[config.mk]
export PLATFORM = sky130hd
export DESIGN_NAME = ict_sequencer
export DESIGN_NICKNAME = d
export VERILOG_FILES = /design/src/rtl/ict_cycle_cost.v /design/src/rtl/ict_sequencer.v
export VERILOG_INCLUDE_DIRS = /design/src /design/src/rtl
export SDC_FILE = /design/constraint.sdc
export NUM_CORES = 1
export LEC_CHECK = 0
export BUFFER_PORTS_ARGS = -buffer_cell sky130_fd_sc_hd__clkbuf_2
export CAP_MARGIN = 0
export CELL_PAD_IN_SITES_DETAIL_PLACEMENT = 1
export CELL_PAD_IN_SITES_GLOBAL_PLACEMENT = 1
export CORE_MARGIN = 4
export CORE_UTILIZATION = 33
export DETAILED_ROUTE_END_ITERATION = 10
export PLACE_DENSITY = 0.67
export SYNTH_ARGS = -nofsm -noshare
export SYNTH_HDL_FRONTEND = slang
export SYNTH_SLANG_ARGS = --single-unit
[constraint.sdc]
create_clock -name clk_sys -period 4.05 [get_ports clk_sys]
set_input_delay 0.81 -clock clk_sys [delete_from_list [all_inputs] [get_ports clk_sys]]
set_output_delay 0.81 -clock clk_sys [all_outputs]
set_load 0.03 [all_outputs]
[src/rtl/ict_defs.vh]
// Purpose: Constants for the instruction cycle timing sequencer
// Assumes: Included by bare name from rtl files
// Notes: Definitions only
`ifndef ICT_DEFS_VH
`define ICT_DEFS_VH

// ----------------------------------------
// Instruction classes
// ----------------------------------------
`define ICT_OPW 4
`define ICT_OP_ADD_B_IMM 4'h0
`define ICT_OP_ADD_B_REG 4'h1
`define ICT_OP_ADD_W_REG 4'h2
`define ICT_OP_INCREMENT_BY_CONST 4'h3
`define ICT_OP_SUM_WITH_CARRY_IMM 4'h4
`define ICT_OP_SUM_WITH_CARRY_REG 4'h5
`define ICT_OP_AND_IMM 4'h6
`define ICT_OP_AND_REG 4'h7
`define ICT_OP_FLAGS_CONJUNCTION 4'h8
`define ICT_OP_BIT_AND_REG 4'h9
`define ICT_OP_BIT_AND_MEM 4'ha
`define ICT_OP_BRANCH_SHORT 4'hb
`define ICT_OP_BIT_CLEAR_REG 4'hc
`define ICT_OP_BIT_CLEAR_MEM 4'hd

// ----------------------------------------
// Access locations
// ----------------------------------------
`define ICT_LOC_ONCHIP_MEM 2'h0
`define ICT_LOC_REG_FIELD 2'h1
`define ICT_LOC_EXTERNAL 2'h2

// ----------------------------------------
// Cycle kinds
// ----------------------------------------
`define ICT_KIND_FETCH 3'h0
`define ICT_KIND_BRANCH_ADDR 3'h1
`define ICT_KIND_STACK 3'h2
`define ICT_KIND_BYTE 3'h3
`define ICT_KIND_WORD 3'h4
`define ICT_KIND_INTERNAL 3'h5

// ----------------------------------------
// State costs per cycle
// ----------------------------------------
`define ICT_WAITW 4
`define ICT_COSTW 6
`define ICT_COST_FETCH_ONCHIP 6'h02
`define ICT_COST_FETCH_REG 6'h06
`define ICT_COST_FETCH_EXT 6'h06
`define ICT_COST_BYTE_REG 6'h03
`define ICT_COST_BYTE_EXT 6'h03
`define ICT_COST_WORD_REG 6'h06
`define ICT_COST_WORD_EXT 6'h06
`define ICT_COST_INTERNAL 6'h01

// ----------------------------------------
// Cycle count fields
// ----------------------------------------
`define ICT_CNTW 3
`define ICT_TOTW 9
`define ICT_KINDS 6
`define ICT_CNT_NONE 3'h0
`define ICT_CNT_ONE 3'h1
`define ICT_CNT_TWO 3'h2
`define ICT_STATE_ONE 6'h01
`define ICT_COST_ZERO 6'h00
`define ICT_TOT_ONE 9'h001
`define ICT_TOT_ZERO 9'h000

`endif

[src/rtl/ict_cycle_cost.v]
// Purpose: State cost of one bus or internal cycle
// Assumes: Wait count applies per external byte transfer
// Notes: Purely combinational
`timescale 1ns/1ps
`include "ict_defs.vh"

module ict_cycle_cost (
  // Cycle description
  input wire [2:0] kind,
  input wire [1:0] loc,
  input wire [`ICT_WAITW-1:0] wait_count,
  // Result
  output reg [`ICT_COSTW-1:0] cost
);

  wire [`ICT_COSTW-1:0] wait_once;
  wire [`ICT_COSTW-1:0] wait_twice;

  // Word-wide external transfers are two byte transfers
  assign wait_once = {{(`ICT_COSTW-`ICT_WAITW){1'b0}}, wait_count};
  assign wait_twice = {wait_once[`ICT_COSTW-2:0], 1'b0};

  always @* begin
    cost = `ICT_COST_INTERNAL;
    case (kind)
      `ICT_KIND_FETCH, `ICT_KIND_BRANCH_ADDR, `ICT_KIND_STACK: begin
        case (loc)
          `ICT_LOC_ONCHIP_MEM: cost = `ICT_COST_FETCH_ONCHIP;
          `ICT_LOC_REG_FIELD: cost = `ICT_COST_FETCH_REG;
          default: cost = `ICT_COST_FETCH_EXT + wait_twice;
        endcase
      end
      // On-chip memory has no data access figure; treated as register field
      `ICT_KIND_BYTE: begin
        if (loc == `ICT_LOC_EXTERNAL) begin
          cost = `ICT_COST_BYTE_EXT + wait_once;
        end else begin
          cost = `ICT_COST_BYTE_REG;
        end
      end
      `ICT_KIND_WORD: begin
        if (loc == `ICT_LOC_EXTERNAL) begin
          cost = `ICT_COST_WORD_EXT + wait_twice;
        end else begin
          cost = `ICT_COST_WORD_REG;
        end
      end
      default: cost = `ICT_COST_INTERNAL;
    endcase
  end

endmodule

[src/rtl/ict_sequencer.v]
// Purpose: Instruction execution timing sequencer
// Assumes: One instruction accepted at a time; locations held by caller during it
// Notes: Walks the cycle kinds in order, spending each cycle's state cost
`timescale 1ns/1ps
`include "ict_defs.vh"

// Operation
// - Instruction takes sum of cycle counts times per-cycle state cost.
// - Fetch, branch read, stack: 2 on-chip, 6 register field, 6+2m external.
// - Byte access 3 or 3+m; word access 6 or 6+2m.
// - Internal operation cycle always costs one state.
// - Wait count stretches once per byte, twice per word transfer.
// - Simple add, carry add, increment, AND, flags AND, register bit ops: one fetch.
// - Short branches, taken or not, take exactly two fetch cycles.
// - Memory bit AND: two fetches, one byte; bit clear: two fetches, two bytes.
module ict_sequencer (
  // Clock and reset
  input wire clk_sys,
  input wire rst_n,
  // Instruction request
  input wire start,
  input wire [`ICT_OPW-1:0] op_class,
  input wire [1:0] fetch_loc,
  input wire [1:0] data_loc,
  input wire [1:0] stack_loc,
  input wire [`ICT_WAITW-1:0] wait_count,
  // Status
  output wire ready,
  output reg done,
  output reg [2:0] cycle_kind,
  output reg cycle_start,
  output reg busy,
  output reg [`ICT_TOTW-1:0] total_states,
  output reg [`ICT_TOTW-1:0] elapsed_states
);

  localparam [2:0] ST_IDLE = 3'b001;
  localparam [2:0] ST_PICK = 3'b010;
  localparam [2:0] ST_RUN = 3'b100;

  // ----------------------------------------
  // State, counters and cycle selection
  // ----------------------------------------
  reg [2:0] state;
  wire [`ICT_CNTW-1:0] left_fetch;
  wire [`ICT_CNTW-1:0] left_branch;
  wire [`ICT_CNTW-1:0] left_stack;
  wire [`ICT_CNTW-1:0] left_byte;
  wire [`ICT_CNTW-1:0] left_word;
  wire [`ICT_CNTW-1:0] left_internal;
  reg [`ICT_COSTW-1:0] state_left;
  reg [`ICT_TOTW-1:0] acc;
  reg [1:0] next_loc;
  reg [2:0] next_kind;
  reg any_left;
  reg [`ICT_CNTW-1:0] n_fetch;
  reg [`ICT_CNTW-1:0] n_byte;
  wire [`ICT_COSTW-1:0] cost;
  wire [`ICT_TOTW-1:0] cost_wide;
  wire [`ICT_KINDS-1:0] pick_hot;
  wire [`ICT_CNTW*`ICT_KINDS-1:0] load_flat;
  wire [`ICT_CNTW*`ICT_KINDS-1:0] left_flat;
  genvar g;

  assign ready = (state == ST_IDLE);

  // ----------------------------------------
  // Counter views per kind
  // ----------------------------------------
  assign left_fetch = left_flat[`ICT_KIND_FETCH*`ICT_CNTW +: `ICT_CNTW];
  assign left_branch = left_flat[`ICT_KIND_BRANCH_ADDR*`ICT_CNTW +: `ICT_CNTW];
  assign left_stack = left_flat[`ICT_KIND_STACK*`ICT_CNTW +: `ICT_CNTW];
  assign left_byte = left_flat[`ICT_KIND_BYTE*`ICT_CNTW +: `ICT_CNTW];
  assign left_word = left_flat[`ICT_KIND_WORD*`ICT_CNTW +: `ICT_CNTW];
  assign left_internal = left_flat[`ICT_KIND_INTERNAL*`ICT_CNTW +: `ICT_CNTW];
  assign pick_hot = {{(`ICT_KINDS-1){1'b0}}, 1'b1} << next_kind;
  // Listed classes use no branch, stack, word or internal cycles
  assign load_flat = {`ICT_CNT_NONE, `ICT_CNT_NONE, n_byte, `ICT_CNT_NONE, `ICT_CNT_NONE, n_fetch};
  assign cost_wide = {{(`ICT_TOTW-`ICT_COSTW){1'b0}}, cost};

  // ----------------------------------------
  // Cycle counts per instruction class
  // ----------------------------------------
  always @* begin
    n_fetch = `ICT_CNT_ONE;
    n_byte = `ICT_CNT_NONE;
    case (op_class)
      `ICT_OP_ADD_B_IMM, `ICT_OP_ADD_B_REG, `ICT_OP_ADD_W_REG, `ICT_OP_INCREMENT_BY_CONST,
      `ICT_OP_SUM_WITH_CARRY_IMM, `ICT_OP_SUM_WITH_CARRY_REG, `ICT_OP_AND_IMM, `ICT_OP_AND_REG,
      `ICT_OP_FLAGS_CONJUNCTION, `ICT_OP_BIT_AND_REG, `ICT_OP_BIT_CLEAR_REG: begin
        n_fetch = `ICT_CNT_ONE;
        n_byte = `ICT_CNT_NONE;
      end
      `ICT_OP_BRANCH_SHORT: begin
        n_fetch = `ICT_CNT_TWO;
      end
      `ICT_OP_BIT_AND_MEM: begin
        n_fetch = `ICT_CNT_TWO;
        n_byte = `ICT_CNT_ONE;
      end
      `ICT_OP_BIT_CLEAR_MEM: begin
        n_fetch = `ICT_CNT_TWO;
        n_byte = `ICT_CNT_TWO;
      end
      default: begin
        // Unassigned class codes run as a single fetch
        n_fetch = `ICT_CNT_ONE;
        n_byte = `ICT_CNT_NONE;
      end
    endcase
  end

  // ----------------------------------------
  // Next cycle kind, in fixed order
  // ----------------------------------------
  always @* begin
    any_left = 1'b1;
    next_kind = `ICT_KIND_FETCH;
    next_loc = fetch_loc;
    if (left_fetch != `ICT_CNT_NONE) begin
      next_kind = `ICT_KIND_FETCH;
      next_loc = fetch_loc;
    end else if (left_branch != `ICT_CNT_NONE) begin
      next_kind = `ICT_KIND_BRANCH_ADDR;
      next_loc = fetch_loc;
    end else if (left_stack != `ICT_CNT_NONE) begin
      next_kind = `ICT_KIND_STACK;
      next_loc = stack_loc;
    end else if (left_byte != `ICT_CNT_NONE) begin
      next_kind = `ICT_KIND_BYTE;
      next_loc = data_loc;
    end else if (left_word != `ICT_CNT_NONE) begin
      next_kind = `ICT_KIND_WORD;
      next_loc = data_loc;
    end else if (left_internal != `ICT_CNT_NONE) begin
      next_kind = `ICT_KIND_INTERNAL;
      next_loc = data_loc;
    end else begin
      any_left = 1'b0;
    end
  end

  ict_cycle_cost u_cost (
    .kind(next_kind),
    .loc(next_loc),
    .wait_count(wait_count),
    .cost(cost)
  );

  // ----------------------------------------
  // Cycles still owed, one counter per kind
  // ----------------------------------------
  // Loaded on accept, counted down as each cycle of that kind is picked
  generate
    for (g = 0; g < `ICT_KINDS; g = g + 1) begin : g_left
      reg [`ICT_CNTW-1:0] cnt;
      always @(posedge clk_sys) begin
        if (!rst_n) begin
          cnt <= `ICT_CNT_NONE;
        end else if (ready && start) begin
          cnt <= load_flat[g*`ICT_CNTW +: `ICT_CNTW];
        end else if (state == ST_PICK && any_left && pick_hot[g]) begin
          cnt <= cnt - `ICT_CNT_ONE;
        end
      end
      assign left_flat[g*`ICT_CNTW +: `ICT_CNTW] = cnt;
    end
  endgenerate

  // ----------------------------------------
  // Sequencer
  // ----------------------------------------
  always @(posedge clk_sys) begin
    if (!rst_n) begin
      state <= ST_IDLE;
      state_left <= `ICT_COST_ZERO;
      acc <= `ICT_TOT_ZERO;
      done <= 1'b0;
      busy <= 1'b0;
      cycle_kind <= `ICT_KIND_FETCH;
      cycle_start <= 1'b0;
      total_states <= `ICT_TOT_ZERO;
      elapsed_states <= `ICT_TOT_ZERO;
    end else begin
      done <= 1'b0;
      cycle_start <= 1'b0;
      case (state)
        ST_IDLE: begin
          // Cycle counters load in their own loop on this same edge
          if (start) begin
            acc <= `ICT_TOT_ZERO;
            elapsed_states <= `ICT_TOT_ZERO;
            busy <= 1'b1;
            state <= ST_PICK;
          end
        end
        ST_PICK: begin
          if (any_left) begin
            cycle_kind <= next_kind;
            cycle_start <= 1'b1;
            state_left <= cost;
            acc <= acc + cost_wide;
            state <= ST_RUN;
          end else begin
            // Completion only after every cycle has been spent
            total_states <= acc;
            done <= 1'b1;
            busy <= 1'b0;
            state <= ST_IDLE;
          end
        end
        ST_RUN: begin
          // One system clock per state
          elapsed_states <= elapsed_states + `ICT_TOT_ONE;
          state_left <= state_left - `ICT_STATE_ONE;
          if (state_left == `ICT_STATE_ONE) begin
            state <= ST_PICK;
          end
        end
        default: state <= ST_IDLE;
      endcase
    end
  end

endmodule

======== After elaboration in Yosys (flattened, before gate mapping) ========
Index checks and enable logic that the tools add are counted.
Widths: inputs -> output; s select.
cells by class
  $add $sub $neg .......................... 11
  multiply operators ...................... 0
  divide/modulo/power cells ............... 0
  $lt $le $gt $ge ......................... 0
  equality and inequality tests ........... 17
  shift operators ......................... 1
  muxes and demuxes ....................... 43
  bitwise gates (word level) .............. 2
  reduce and logical (&&, ||, !) cells .... 32
operator list
  operator             number
  $mux 3               13
  $pmux 9 s2           2
  $pmux 6 s2           2
  $mux 6               3
  $mux 9               2
  $pmux 6 s3           1
  $reduce_bool 3->1    6
  $sub 3x1->3 const B  6
  $mux 2               7
  $eq 4x4->1 const B   3
  $reduce_and 2->1     6
  $mux 1               10
  $reduce_bool 2->1    5
  $add 9x1->9 const B  1
  $add 9x6->9          1
  $eq 3x2->1 const B   3
  $pmux 3 s3           1
  $logic_and 1x1->1    8
  $ne 2x2->1 const B   4
  $add 3x5->6 const A  1
  $eq 3x1->1 const B   2
  $eq 3x3->1 const B   2
  $eq 6x1->1 const B   1
  $reduce_and 3->1     2
  other kinds (12)     14
word-level totals
  bits in registers ....................... 60
  latch bits .............................. 0
  RAM bits ................................ 0
  ROM bits ................................ 0
  output and inout port bits .............. 25
  logic and storage cells ................. 121
  memories ................................ 0

======== Logic depth before layout (Yosys ltp) ========
Gate-level depths: netlist (run 1).
  word-level depth ........................ 13
  mapped depth ............................ 15

======== Cells and area by module ========
Synthesis (run 1) repeated with hierarchy kept, for this count alone.
unflattened totals
  cells, all modules ...................... 395
  area total of the unflattened synthesis .. 3369.5 µm²
by module, submodules not included
  module          instances  cells each  area an instance (µm²)  seq. area each (µm²)
  ict_sequencer   1          364         3160.5                  1201.2
  ict_cycle_cost  1          31          209.0                   0.0

======== Least setup slack after synthesis (run 1) ========
Ideal clock, no wire load.
  kind .................................... register to register
  from .................................... register g_left[5].cnt[0]
  to ...................................... register acc[5]
  library setup time ...................... 0.115 ns
  data arrival time ....................... 3.189 ns
  data required time ...................... 3.935 ns
  setup slack ............................. 0.746 ns
  stages on the path, launching flop included .. 16
  path buffers ............................ 0
  cell sequence ........................... dfxtp_1 > inv_1 > ha_1 > ha_1 > nand3b_4 > o21ai_4 > mux2i_1 > a21oi_1 > a2111o_1 > ha_1 > a21o_1 > a21oi_1 > o21bai_1 > a211o_1 > a22o_1 > and2_1
on the way
  longest elaborated chain between the ends .. 13
  elaborated cells between the ends (all ways) .. 37
  classes of those cells .................. add/sub (1); eq/ne (7); mux (24); reduce/logical (5)
ends and longest elaborated chain
  item                                      line                 text
  start, declared                           ict_sequencer.v:156  reg [`ICT_CNTW-1:0] cnt;
  start signal, assigned                    ict_sequencer.v:159  cnt <= `ICT_CNT_NONE;
  start signal, assigned                    ict_sequencer.v:161  cnt <= load_flat[g*`ICT_CNTW +: `ICT_CNTW];
  start signal, assigned                    ict_sequencer.v:163  cnt <= cnt - `ICT_CNT_ONE;
  $reduce_bool 3->1 (no line) *             -
  $mux 2 / $mux 3 (equally long branches)   ict_sequencer.v:135  end else if (left_internal != `ICT_CNT_NONE) begin
  $mux 2 / $mux 3 (equally long branches)   ict_sequencer.v:132  end else if (left_word != `ICT_CNT_NONE) begin
  $mux 2 / $mux 3 (equally long branches)   ict_sequencer.v:129  end else if (left_byte != `ICT_CNT_NONE) begin
  $mux 2 / $mux 3 (equally long branches)   ict_sequencer.v:126  end else if (left_stack != `ICT_CNT_NONE) begin
  $mux 2 / $mux 3 (equally long branches)   ict_sequencer.v:123  end else if (left_branch != `ICT_CNT_NONE) begin
  $mux 2 / $mux 3 (equally long branches)   ict_sequencer.v:120  if (left_fetch != `ICT_CNT_NONE) begin
  $eq 2x1->1, or another cell as far along  ict_cycle_cost.v:27  case (loc)
  $pmux 6 s2, or another cell as far along  ict_cycle_cost.v:27
  $pmux 6 s3                                ict_cycle_cost.v:25  case (kind)
  $add 9x6->9                               ict_sequencer.v:202  acc <= acc + cost_wide;
  $mux 9                                    ict_sequencer.v:198  if (any_left) begin
  $pmux 9 s2                                ict_sequencer.v:187  case (state)
  end signal, assigned                      ict_sequencer.v:177  acc <= `ICT_TOT_ZERO;
  end signal, assigned                      ict_sequencer.v:191  acc <= `ICT_TOT_ZERO;
  end signal, assigned                      ict_sequencer.v:202
  end, declared                             ict_sequencer.v:52   reg [`ICT_TOTW-1:0] acc;
Mark *: on every way between the ends. The rest lies on a longest branch, timed or not. The select of a mux whose other input is x is not followed.
A chain may end at the register's enable or synchronous reset.

======== Worst setup path after layout (run 1) ========
Ends and elaborated chain as after synthesis.

==> results of run 1 <==
==> cell type report <==
cell class / count / area [sq um]
Clock buffer: 11 / 131.4
Clock inverter: 5 / 52.55
Fill cell: 1195 / 5967
Inverter: 23 / 86.33
Multi-Input combinational cell: 293 / 2024
Sequential cell: 60 / 1201
Tap cell: 133 / 166.4
Timing Repair Buffer: 45 / 235.2
==> cells in the mapped netlist (5+ instances only) <==
cell type   n  area share, %
a211oi_1    8            1.8
a21oi_1    30            4.5
clkbuf_1    9            1.0
dfxtp_1    60             36
ha_1       22            8.2
inv_1      21            2.3
mux2i_1    17            5.1
nand2_1    28            3.1
nand3_1    13            1.9
nor2_1     57            6.4
nor3_1      7            1.0
o211ai_1    5            1.1
o21ai_0     8            1.2
or3_1       5           0.93
xnor2_1     8            2.1
xor2_1     11            2.9
==> layer usage <==
layer  share of wire (%)  global-route usage [%]  vias up
met5                   0                       0        -
met4                 2.0                   6.132        0
met1                  45                   18.95     1418
met2                  50                   27.94       39
met3                 2.8                   3.671       16
li1                    -                       -     1465
==> worst max path at each step <==
stage | from | end | depth (start not counted)
3_5_place_dp | g_left[2].cnt[0] | acc[5] | 14
2_1_floorplan | g_left[5].cnt[0] | acc[5] | 15
4_1_cts | g_left[2].cnt[0] | acc[5] | 14
6_report | g_left[5].cnt[0] | acc[5] | 15
5_1_grt | g_left[5].cnt[0] | acc[6] | 15
3_3_place_gp | g_left[2].cnt[0] | acc[5] | 14
==> timing repair <==
item / CTS / global route
buffers inserted: 0 / 0
gates resized for setup: 0 / 1
setup endpoints to repair: 0 / 3
endpoints found under the hold margin: 0 / 0
==> sequential cells by signal, summed over array words and instances, names as in the netlist <==
signal and cells:
total_states 9, state_left 6, busy 1, acc 9
done 1, state 3, g_left.cnt 18, elapsed_states 9
cycle_kind 3, cycle_start 1
==> critical path, stage by stage (launching register included) <==
cell and delay (ps):
dfxtp_1 330, inv_1 60, ha_1 140, ha_1 240
nand3b_4 170, o21ai_4 240, mux2i_1 390, a21oi_1 120
a2111o_1 470, ha_1 300, a21o_1 150, a21oi_1 260
o21bai_1 110, a211o_1 290, a22o_1 170, and2_1 140
==> cell families (layout without fill, tap and decap cells) <==
kind of cell,Yosys count,after routing,share of synthesized area [%]
xor gates and xnor gates,19,19,4.946
buffers and inverters,35,84,4.202
DFF,60,60,35.70
adders and majority gates,23,23,8.776
AOI/OAI and AO/OA,89,89,18.89
and+or+nand+nor,145,145,22.42
muxes,17,17,5.058
==> power by group <==
group	total, mW	switching [mW]	internal [mW]
Sequential	0.605	0.00702	0.598
Combinational	0.189	0.122	0.0665
Clock	0.529	0.247	0.281
Total	1.32	0.377	0.946
==> qor.yml, run 1 <==
status: "complete, no violations"
synth_cell_types: 63
setup_slack_ps: 348.8
finish.instance_area_sq_um: 3897
cap_violations: 0
fp.dieW_microns: 109.0
ys_ff_latch: 60
rsz0062_at_grt: "false"
ctsHoldBuffers: 0
hold_viol_final: 0
placed_cell_area_sq_um: 3711
start_util_pct: 34.11
p_leak_nw: 1.641
die_height_microns: 109.0
tightest_slew_ps: 678.7
min_path_type: "register to register"
final_common_cell: "dfxtp_1"
ir_worst_vdd_mv: 0.1250
core_area_sq_um: 9864
cts_tree: "done"
wl_microns: 8953
final_cell_mix: "dfxtp_1, nor2_1, clkbuf_2"
ff2ff_path_depth: 15
setup_viol: 0
antenna_cells: 0
post-place-ws_ps: 257.8
num_rows: 36
syn-cell-area_sq_um: 3364
layout.nets: 472
antenna_left: 0
synth_enable_flop_cells: 0
post-route-drc-count: 0
first_pass_iters: 4
holdPathStages: 2
hpwl_microns: 6812
cts.sinks: 60
grt_start_max_net_pins: 22
overflow: 0
worstSkewPairLatency_ps: 350
path_max_fanout: 9
path_clk_slew_ps: 80
synth-seq-area-share_pct: 35.70
io_pins: 42
wl_per_cell_microns: 15.71
vias: 2938
area_delta_synth_final_pct: 15.84
synth.avg_cell_area_sq_um: 8.671
h-tree-depth: 3
power_mw: 1.323
rr_endpoint: "acc[5]"
crit_required_ps: 4290
reg2reg_from: "g_left[5].cnt[0]"
antenna_found_initial: 0
final_core_util_pct: 39.51
cts_buffers: 9
min_from: "cycle_kind[0]"
grt_pass1_vias: 3063
place.gp.congestion: 0.8198
netlist_instances: 388
final_cells: 570
r2r_slack_ps: 350
powerDensity_nw_per_um2: 339.4
dp_cells: 554
drv_slew: 0
clock.fmax_mhz: 270.2
die-area_sq_um: 11870
max_slew_margin_pct: 54.64
syn-num-nets: 428
cts_root_buffer: "clkbuf_8"
layout-drive-gt1-share_pct: 17.39
ys_warn_count: 0
drt_iter0_markers: 86
hold_end: "cycle_kind[0]"
fin_crit_ps: 3701
hold_ws_ps: 460.2
clockBufferDepth: 2
finClkSkew_ps: 17.85
end_kind: "register"
arrival_ps: 3940
synth_top_flop_cell: "dfxtp_1"
path_class: "register to register"
io_buffers: 41
track_usage_pct: 16.00
start_kind: "register"
tns_ps: 0
vias_per_cell: 5.154
post-route-period-util_pct: 91.39
async_reset_ff_share_pct: 0
grt_pass1_wl_microns: 14790
Power figures use the tool's default switching activity.
==> run 2: changes to the inputs <==
- CORE_UTILIZATION: 33 -> 44
- PLACE_DENSITY: 0.67 -> 0.84
==> run 2 against run 1 <==
Net effect: wire length up 7.1%; global-route usage up 6.5 points; sequential cell count unchanged; first-iteration DRC count up 50%; register-to-register slack worse by 110 ps; clock power up 24%; critical endpoint is now acc[7]; largest power group is now clock.
==> qor.yml, run 2 (synthesized netlist as in run 1, its figures left out) <==
ff2ff_path_depth: 15
min_from: "acc[0]"
wl_microns: 9586
antenna_cells: 0
antenna_left: 0
cp_common_cell: "a21oi_1"
die-area_sq_um: 9110
regMostFlops: "g_left.cnt"
first_pass_iters: 4
cts_buffers: 9
crit_path_start: "g_left[5].cnt[0]"
cp.depth: 15
grt_pass1_vias: 3203
die_height_microns: 95.45
wl_met2_microns: 4925
cap_violations: 0
final_common_cell: "dfxtp_1"
holdPathStages: 2
antenna_found_initial: 0
largest_reg_flops: 18
fp.dieW_microns: 95.45
path_max_fanout: 9
io_buffers: 41
vias_per_cell: 5.688
drt_iter0_markers: 129
min_path_type: "register to register"
p_leak_nw: 1.665
overflow: 0
reg2reg_from: "g_left[5].cnt[0]"
io_pins: 42
final_cell_mix: "dfxtp_1, nor2_1, clkbuf_2"
layout-drive-gt1-share_pct: 17.39
arrival_ps: 4090
area_delta_synth_final_pct: 15.99
cts_root_buffer: "clkbuf_8"
final_core_util_pct: 53.23
vias: 3049
clockBufferDepth: 2
multi_input_area_sq_um: 2024
crit_buf_inv: 1
num_rows: 31
setup_viol: 0
power_mw: 1.454
rsz0062_at_grt: "false"
powerDensity_nw_per_um2: 372.5
fin_crit_ps: 3815
core_area_sq_um: 7331
hold_viol_final: 0
drv_slew: 0
path_clk_slew_ps: 80
track_usage_pct: 22.45
status: "complete, no violations"
slowest_delay_ps: 480
post-route-period-util_pct: 94.20
layout.nets: 472
h-tree-depth: 3
wl_per_cell_microns: 17.88
path_class: "register to register"
cpMaxStageDelayCell: "a2111o_1"
path_delay_family: "compound AO/OA/AOI/OAI gates"
finClkSkew_ps: 16.56
worstSkewPairLatency_ps: 360
clock.fmax_mhz: 262.1
max_slew_margin_pct: 54.50
grt_pass1_wl_microns: 15660
end_kind: "register"
met1Wirelength_microns: 4101
post-route-drc-count: 0
ir_worst_vdd_mv: 0.1736
crit_required_ps: 4330
cts.sinks: 60
tightest_slew_ps: 680.9
hpwl_microns: 6961
fill_cells: 897
start_util_pct: 45.90
tns_ps: 0
routed.top_layer: "met4"
ff_latch_area_sq_um: 1201
grt_start_max_net_pins: 37
cts_tree: "done"
route.met3.wl_microns: 414
place.gp.congestion: 0.8813
crit_path_cell_trace: "inv_1 > ha_1 > ha_1 > nand3b_4 > o21ai_4 > mux2i_1 > a21oi_1 > a2111o_1 > ha_1 > a21o_1 > a21oi_1 > o21ai_0 > a21oi_1 > or3_1 > a21oi_1"
start_kind: "register"
run 2: changes by cell type in the layout (fill, tap and decap cells not counted):
cell,before,now
bufinv_16,1,3
clkinv_2,3,2
clkinvlp_4,1,0
run 2: path summary, 6_finish.rpt:
check,to,slack [ps]
hold / removal,acc[0],480
setup reg to reg,acc[7],230
setup / recovery,acc[7],230
hold reg to reg,acc[0],480
run 2: what timing repair did:
item / in CTS / in global routing
gates resized for setup: 0 / 1
hold buffers: 0 / 0
buffers inserted: 0 / 0
endpoints found under the setup margin: 0 / 2
run 2: worst reg2reg max path, stage by stage (launching register included):
cell and delay [ps]:
dfxtp_1 330, inv_1 60, ha_1 160, ha_1 230, nand3b_4 180, o21ai_4 250, mux2i_1 370, a21oi_1 130
a2111o_1 480, ha_1 320, a21o_1 110, a21oi_1 120, o21ai_0 350, a21oi_1 170, or3_1 330, a21oi_1 150
run 2: where the power goes:
| part | total, mW | switching, mW | internal [mW] |
|---|---|---|---|
| registers | 0.606 | 0.00731 | 0.598 |
| logic | 0.193 | 0.126 | 0.0663 |
| clock network | 0.656 | 0.248 | 0.407 |
| total | 1.45 | 0.382 | 1.07 |
run 2: through the flow:
stage          cells  hold slack [ps]  worst slack (ps)  area (sq um)
3_3_place_gp     520            448.3             475.6          3669
6_report         536            476.7             235.0          3902
2_1_floorplan    388            448.5             746.4          3364
5_1_grt          536            515.4             9.594          3902
4_1_cts          536            482.6             215.6          3900
3_5_place_dp     520            467.7             249.3          3669
run 2: final cells by class:
class | count | area share (%)
Clock inverter | 5 | 2.565
Tap cell | 99 | 3.174
Multi-Input combinational cell | 293 | 51.88
Timing Repair Buffer | 45 | 6.028
Clock buffer | 11 | 3.366
Sequential cell | 60 | 30.78
Inverter | 23 | 2.212
run 2: per-layer routing:
layer | up-vias | track usage [%]
met5 | - | 0
met4 | 0 | 8.294
met3 | 12 | 5.209
met2 | 71 | 39.65
met1 | 1500 | 26.37
li1 | 1466 | -
==> run 3: changes to the inputs <==
- PLACE_DENSITY: 0.84 -> 0.87
==> run 3 against run 2 <==
Net effect: worst hold slack got worse by 13 ps; wire length fell by 4.9%; largest cell class unchanged; sequential cell count did not move; die area did not move; power fell by 9.9%; via count fell by 0.69%.
==> qor.yml, run 3 (synthesized netlist as in run 1, its figures left out) <==
status: "complete, no violations"
wl_microns: 9119
start_kind: "register"
finClkSkew_ps: 7.433
min_path_type: "register to register"
cp_common_cell: "ha_1"
layout-drive-gt1-share_pct: 17.43
holdPathStages: 2
overflow: 0
path_class: "register to register"
die-area_sq_um: 9110
max_slew_margin_pct: 53.32
antenna_cells: 0
place.gp.congestion: 0.8334
ff2ff_path_depth: 15
rsz0062_at_grt: "false"
post-route-period-util_pct: 93.89
h-tree-depth: 3
cts_root_buffer: "clkbuf_8"
cpMaxStageDelayCell: "a2111o_1"
vias: 3028
regMostFlops: "g_left.cnt"
switching_share_pct: 27.51
tns_ps: 0
vias_per_cell: 5.660
layout.nets: 472
fin_crit_ps: 3803
p_leak_nw: 1.647
hold_viol_final: 0
die_height_microns: 95.45
slowest_delay_ps: 470
fp.dieW_microns: 95.45
clkPwrFrac_pct: 39.2
final_common_cell: "dfxtp_1"
arrival_ps: 4040
clockBufferDepth: 2
setup_slack_ps: 247.3
io_buffers: 41
largest_reg_flops: 18
end_kind: "register"
hpwl_microns: 6620
p_int_uw: 949.7
start_util_pct: 45.90
cts_tree: "done"
num_rows: 31
crit_path_cell_trace: "inv_1 > ha_1 > ha_1 > nand3b_4 > o21ai_4 > mux2i_1 > a21oi_1 > a2111o_1 > ha_1 > a21o_1 > a21oi_1 > o21bai_1 > a211o_1 > a22o_1 > and2_1"
ctsHoldBuffers: 0
final_core_util_pct: 52.64
cap_violations: 0
powerDensity_nw_per_um2: 339.5
io_pins: 42
tightest_slew_ps: 698.5
first_pass_iters: 5
post-place-ws_ps: 217.7
crit_required_ps: 4290
grt_pass1_vias: 3164
cts_buffers: 9
drt_iter0_markers: 101
clock.fmax_mhz: 263.0
cts.sinks: 60
final_cell_mix: "dfxtp_1, nor2_1, clkbuf_2"
grt_pass1_wl_microns: 14860
ir_worst_vdd_mv: 0.1781
path_clk_slew_ps: 70
path_max_fanout: 9
track_usage_pct: 21.10
drv_slew: 0
setup_viol: 0
p_sw_uw: 360.5
wl_per_cell_microns: 17.04
post-route-drc-count: 0
worstSkewPairLatency_ps: 340
grt_start_max_net_pins: 23
antenna_left: 0
area_delta_synth_final_pct: 14.69
power_frac_comb_pct: 14.5
p_seq_share_pct: 46.2
core_area_sq_um: 7331
antenna_found_initial: 0
run 3: cell count changes in the layout (fill, tap and decap cells not counted), sizes merged:
cell    previous run  this run
bufinv             3         0
clkbuf            52        55
clkinv             3         2
run 3: metal layers:
layer | part of all wire [%] | wire (microns) | GRT usage [%] | up-vias
li1 | - | - | - | 1459
met1 | 42 | 3847 | 23.73 | 1484
met2 | 52 | 4700 | 38.19 | 66
met3 | 4.1 | 370 | 4.420 | 19
met4 | 2.2 | 201 | 9.123 | 0
met5 | 0 | 0 | 0 | -
run 3: final timing paths:
kind / startpoint / endpoint / slack, ps
hold / removal: cycle_kind[0] / cycle_kind[0] / 460
setup / recovery: g_left[5].cnt[0] / acc[5] / 250
setup reg to reg: g_left[5].cnt[0] / acc[5] / 250
hold reg to reg: cycle_kind[0] / cycle_kind[0] / 460
run 3: critical path: cells and delay by family, from the launching register on:
family	cells	cell delay [ps]
flops	1	320
compound gates	8	1910
fa+ha+maj	3	680
buf+inv	1	60
simple gates	2	310
mux	1	400
run 3: what timing repair did:
item	4_1_cts	5_1_grt
endpoints found under the hold margin	0	0
buffers inserted	0	0
gates resized for setup	0	1
setup endpoints to repair	0	3
run 3: final cells by class:
cell class                 count  area (sq um)
tap                           99         123.9
multi-input combinational    293          2024
timing repair buffer          45         235.2
inverter                      23         86.33
clock inverter                 1         5.005
clock buffer                  14         182.7
fill                         893          3472
sequential                    60          1201
run 3: power by group through the flow:
| stage | clock, mW | sequential, mW | combinational (mW) |
|---|---|---|---|
| global route | 0.553 | 0.606 | 0.208 |
| CTS | 0.523 | 0.605 | 0.189 |
| global placement | 0 | 0.618 | 0.179 |
| finish | 0.514 | 0.606 | 0.191 |
| detailed placement | 0 | 0.619 | 0.187 |
| floorplan | 0 | 0.620 | 0.132 |
run 3: through the flow:
stage               hold WS [ps]  cell area, sq um  instances  power (mW)
floorplan                  448.5              3364        388      0.7519
global placement           455.9              3669        520      0.7975
detailed placement         457.2              3669        520      0.8056
CTS                        466.9              3856        535       1.317
global route               510.9              3859        535       1.367
finish                     463.2              3859        535       1.310
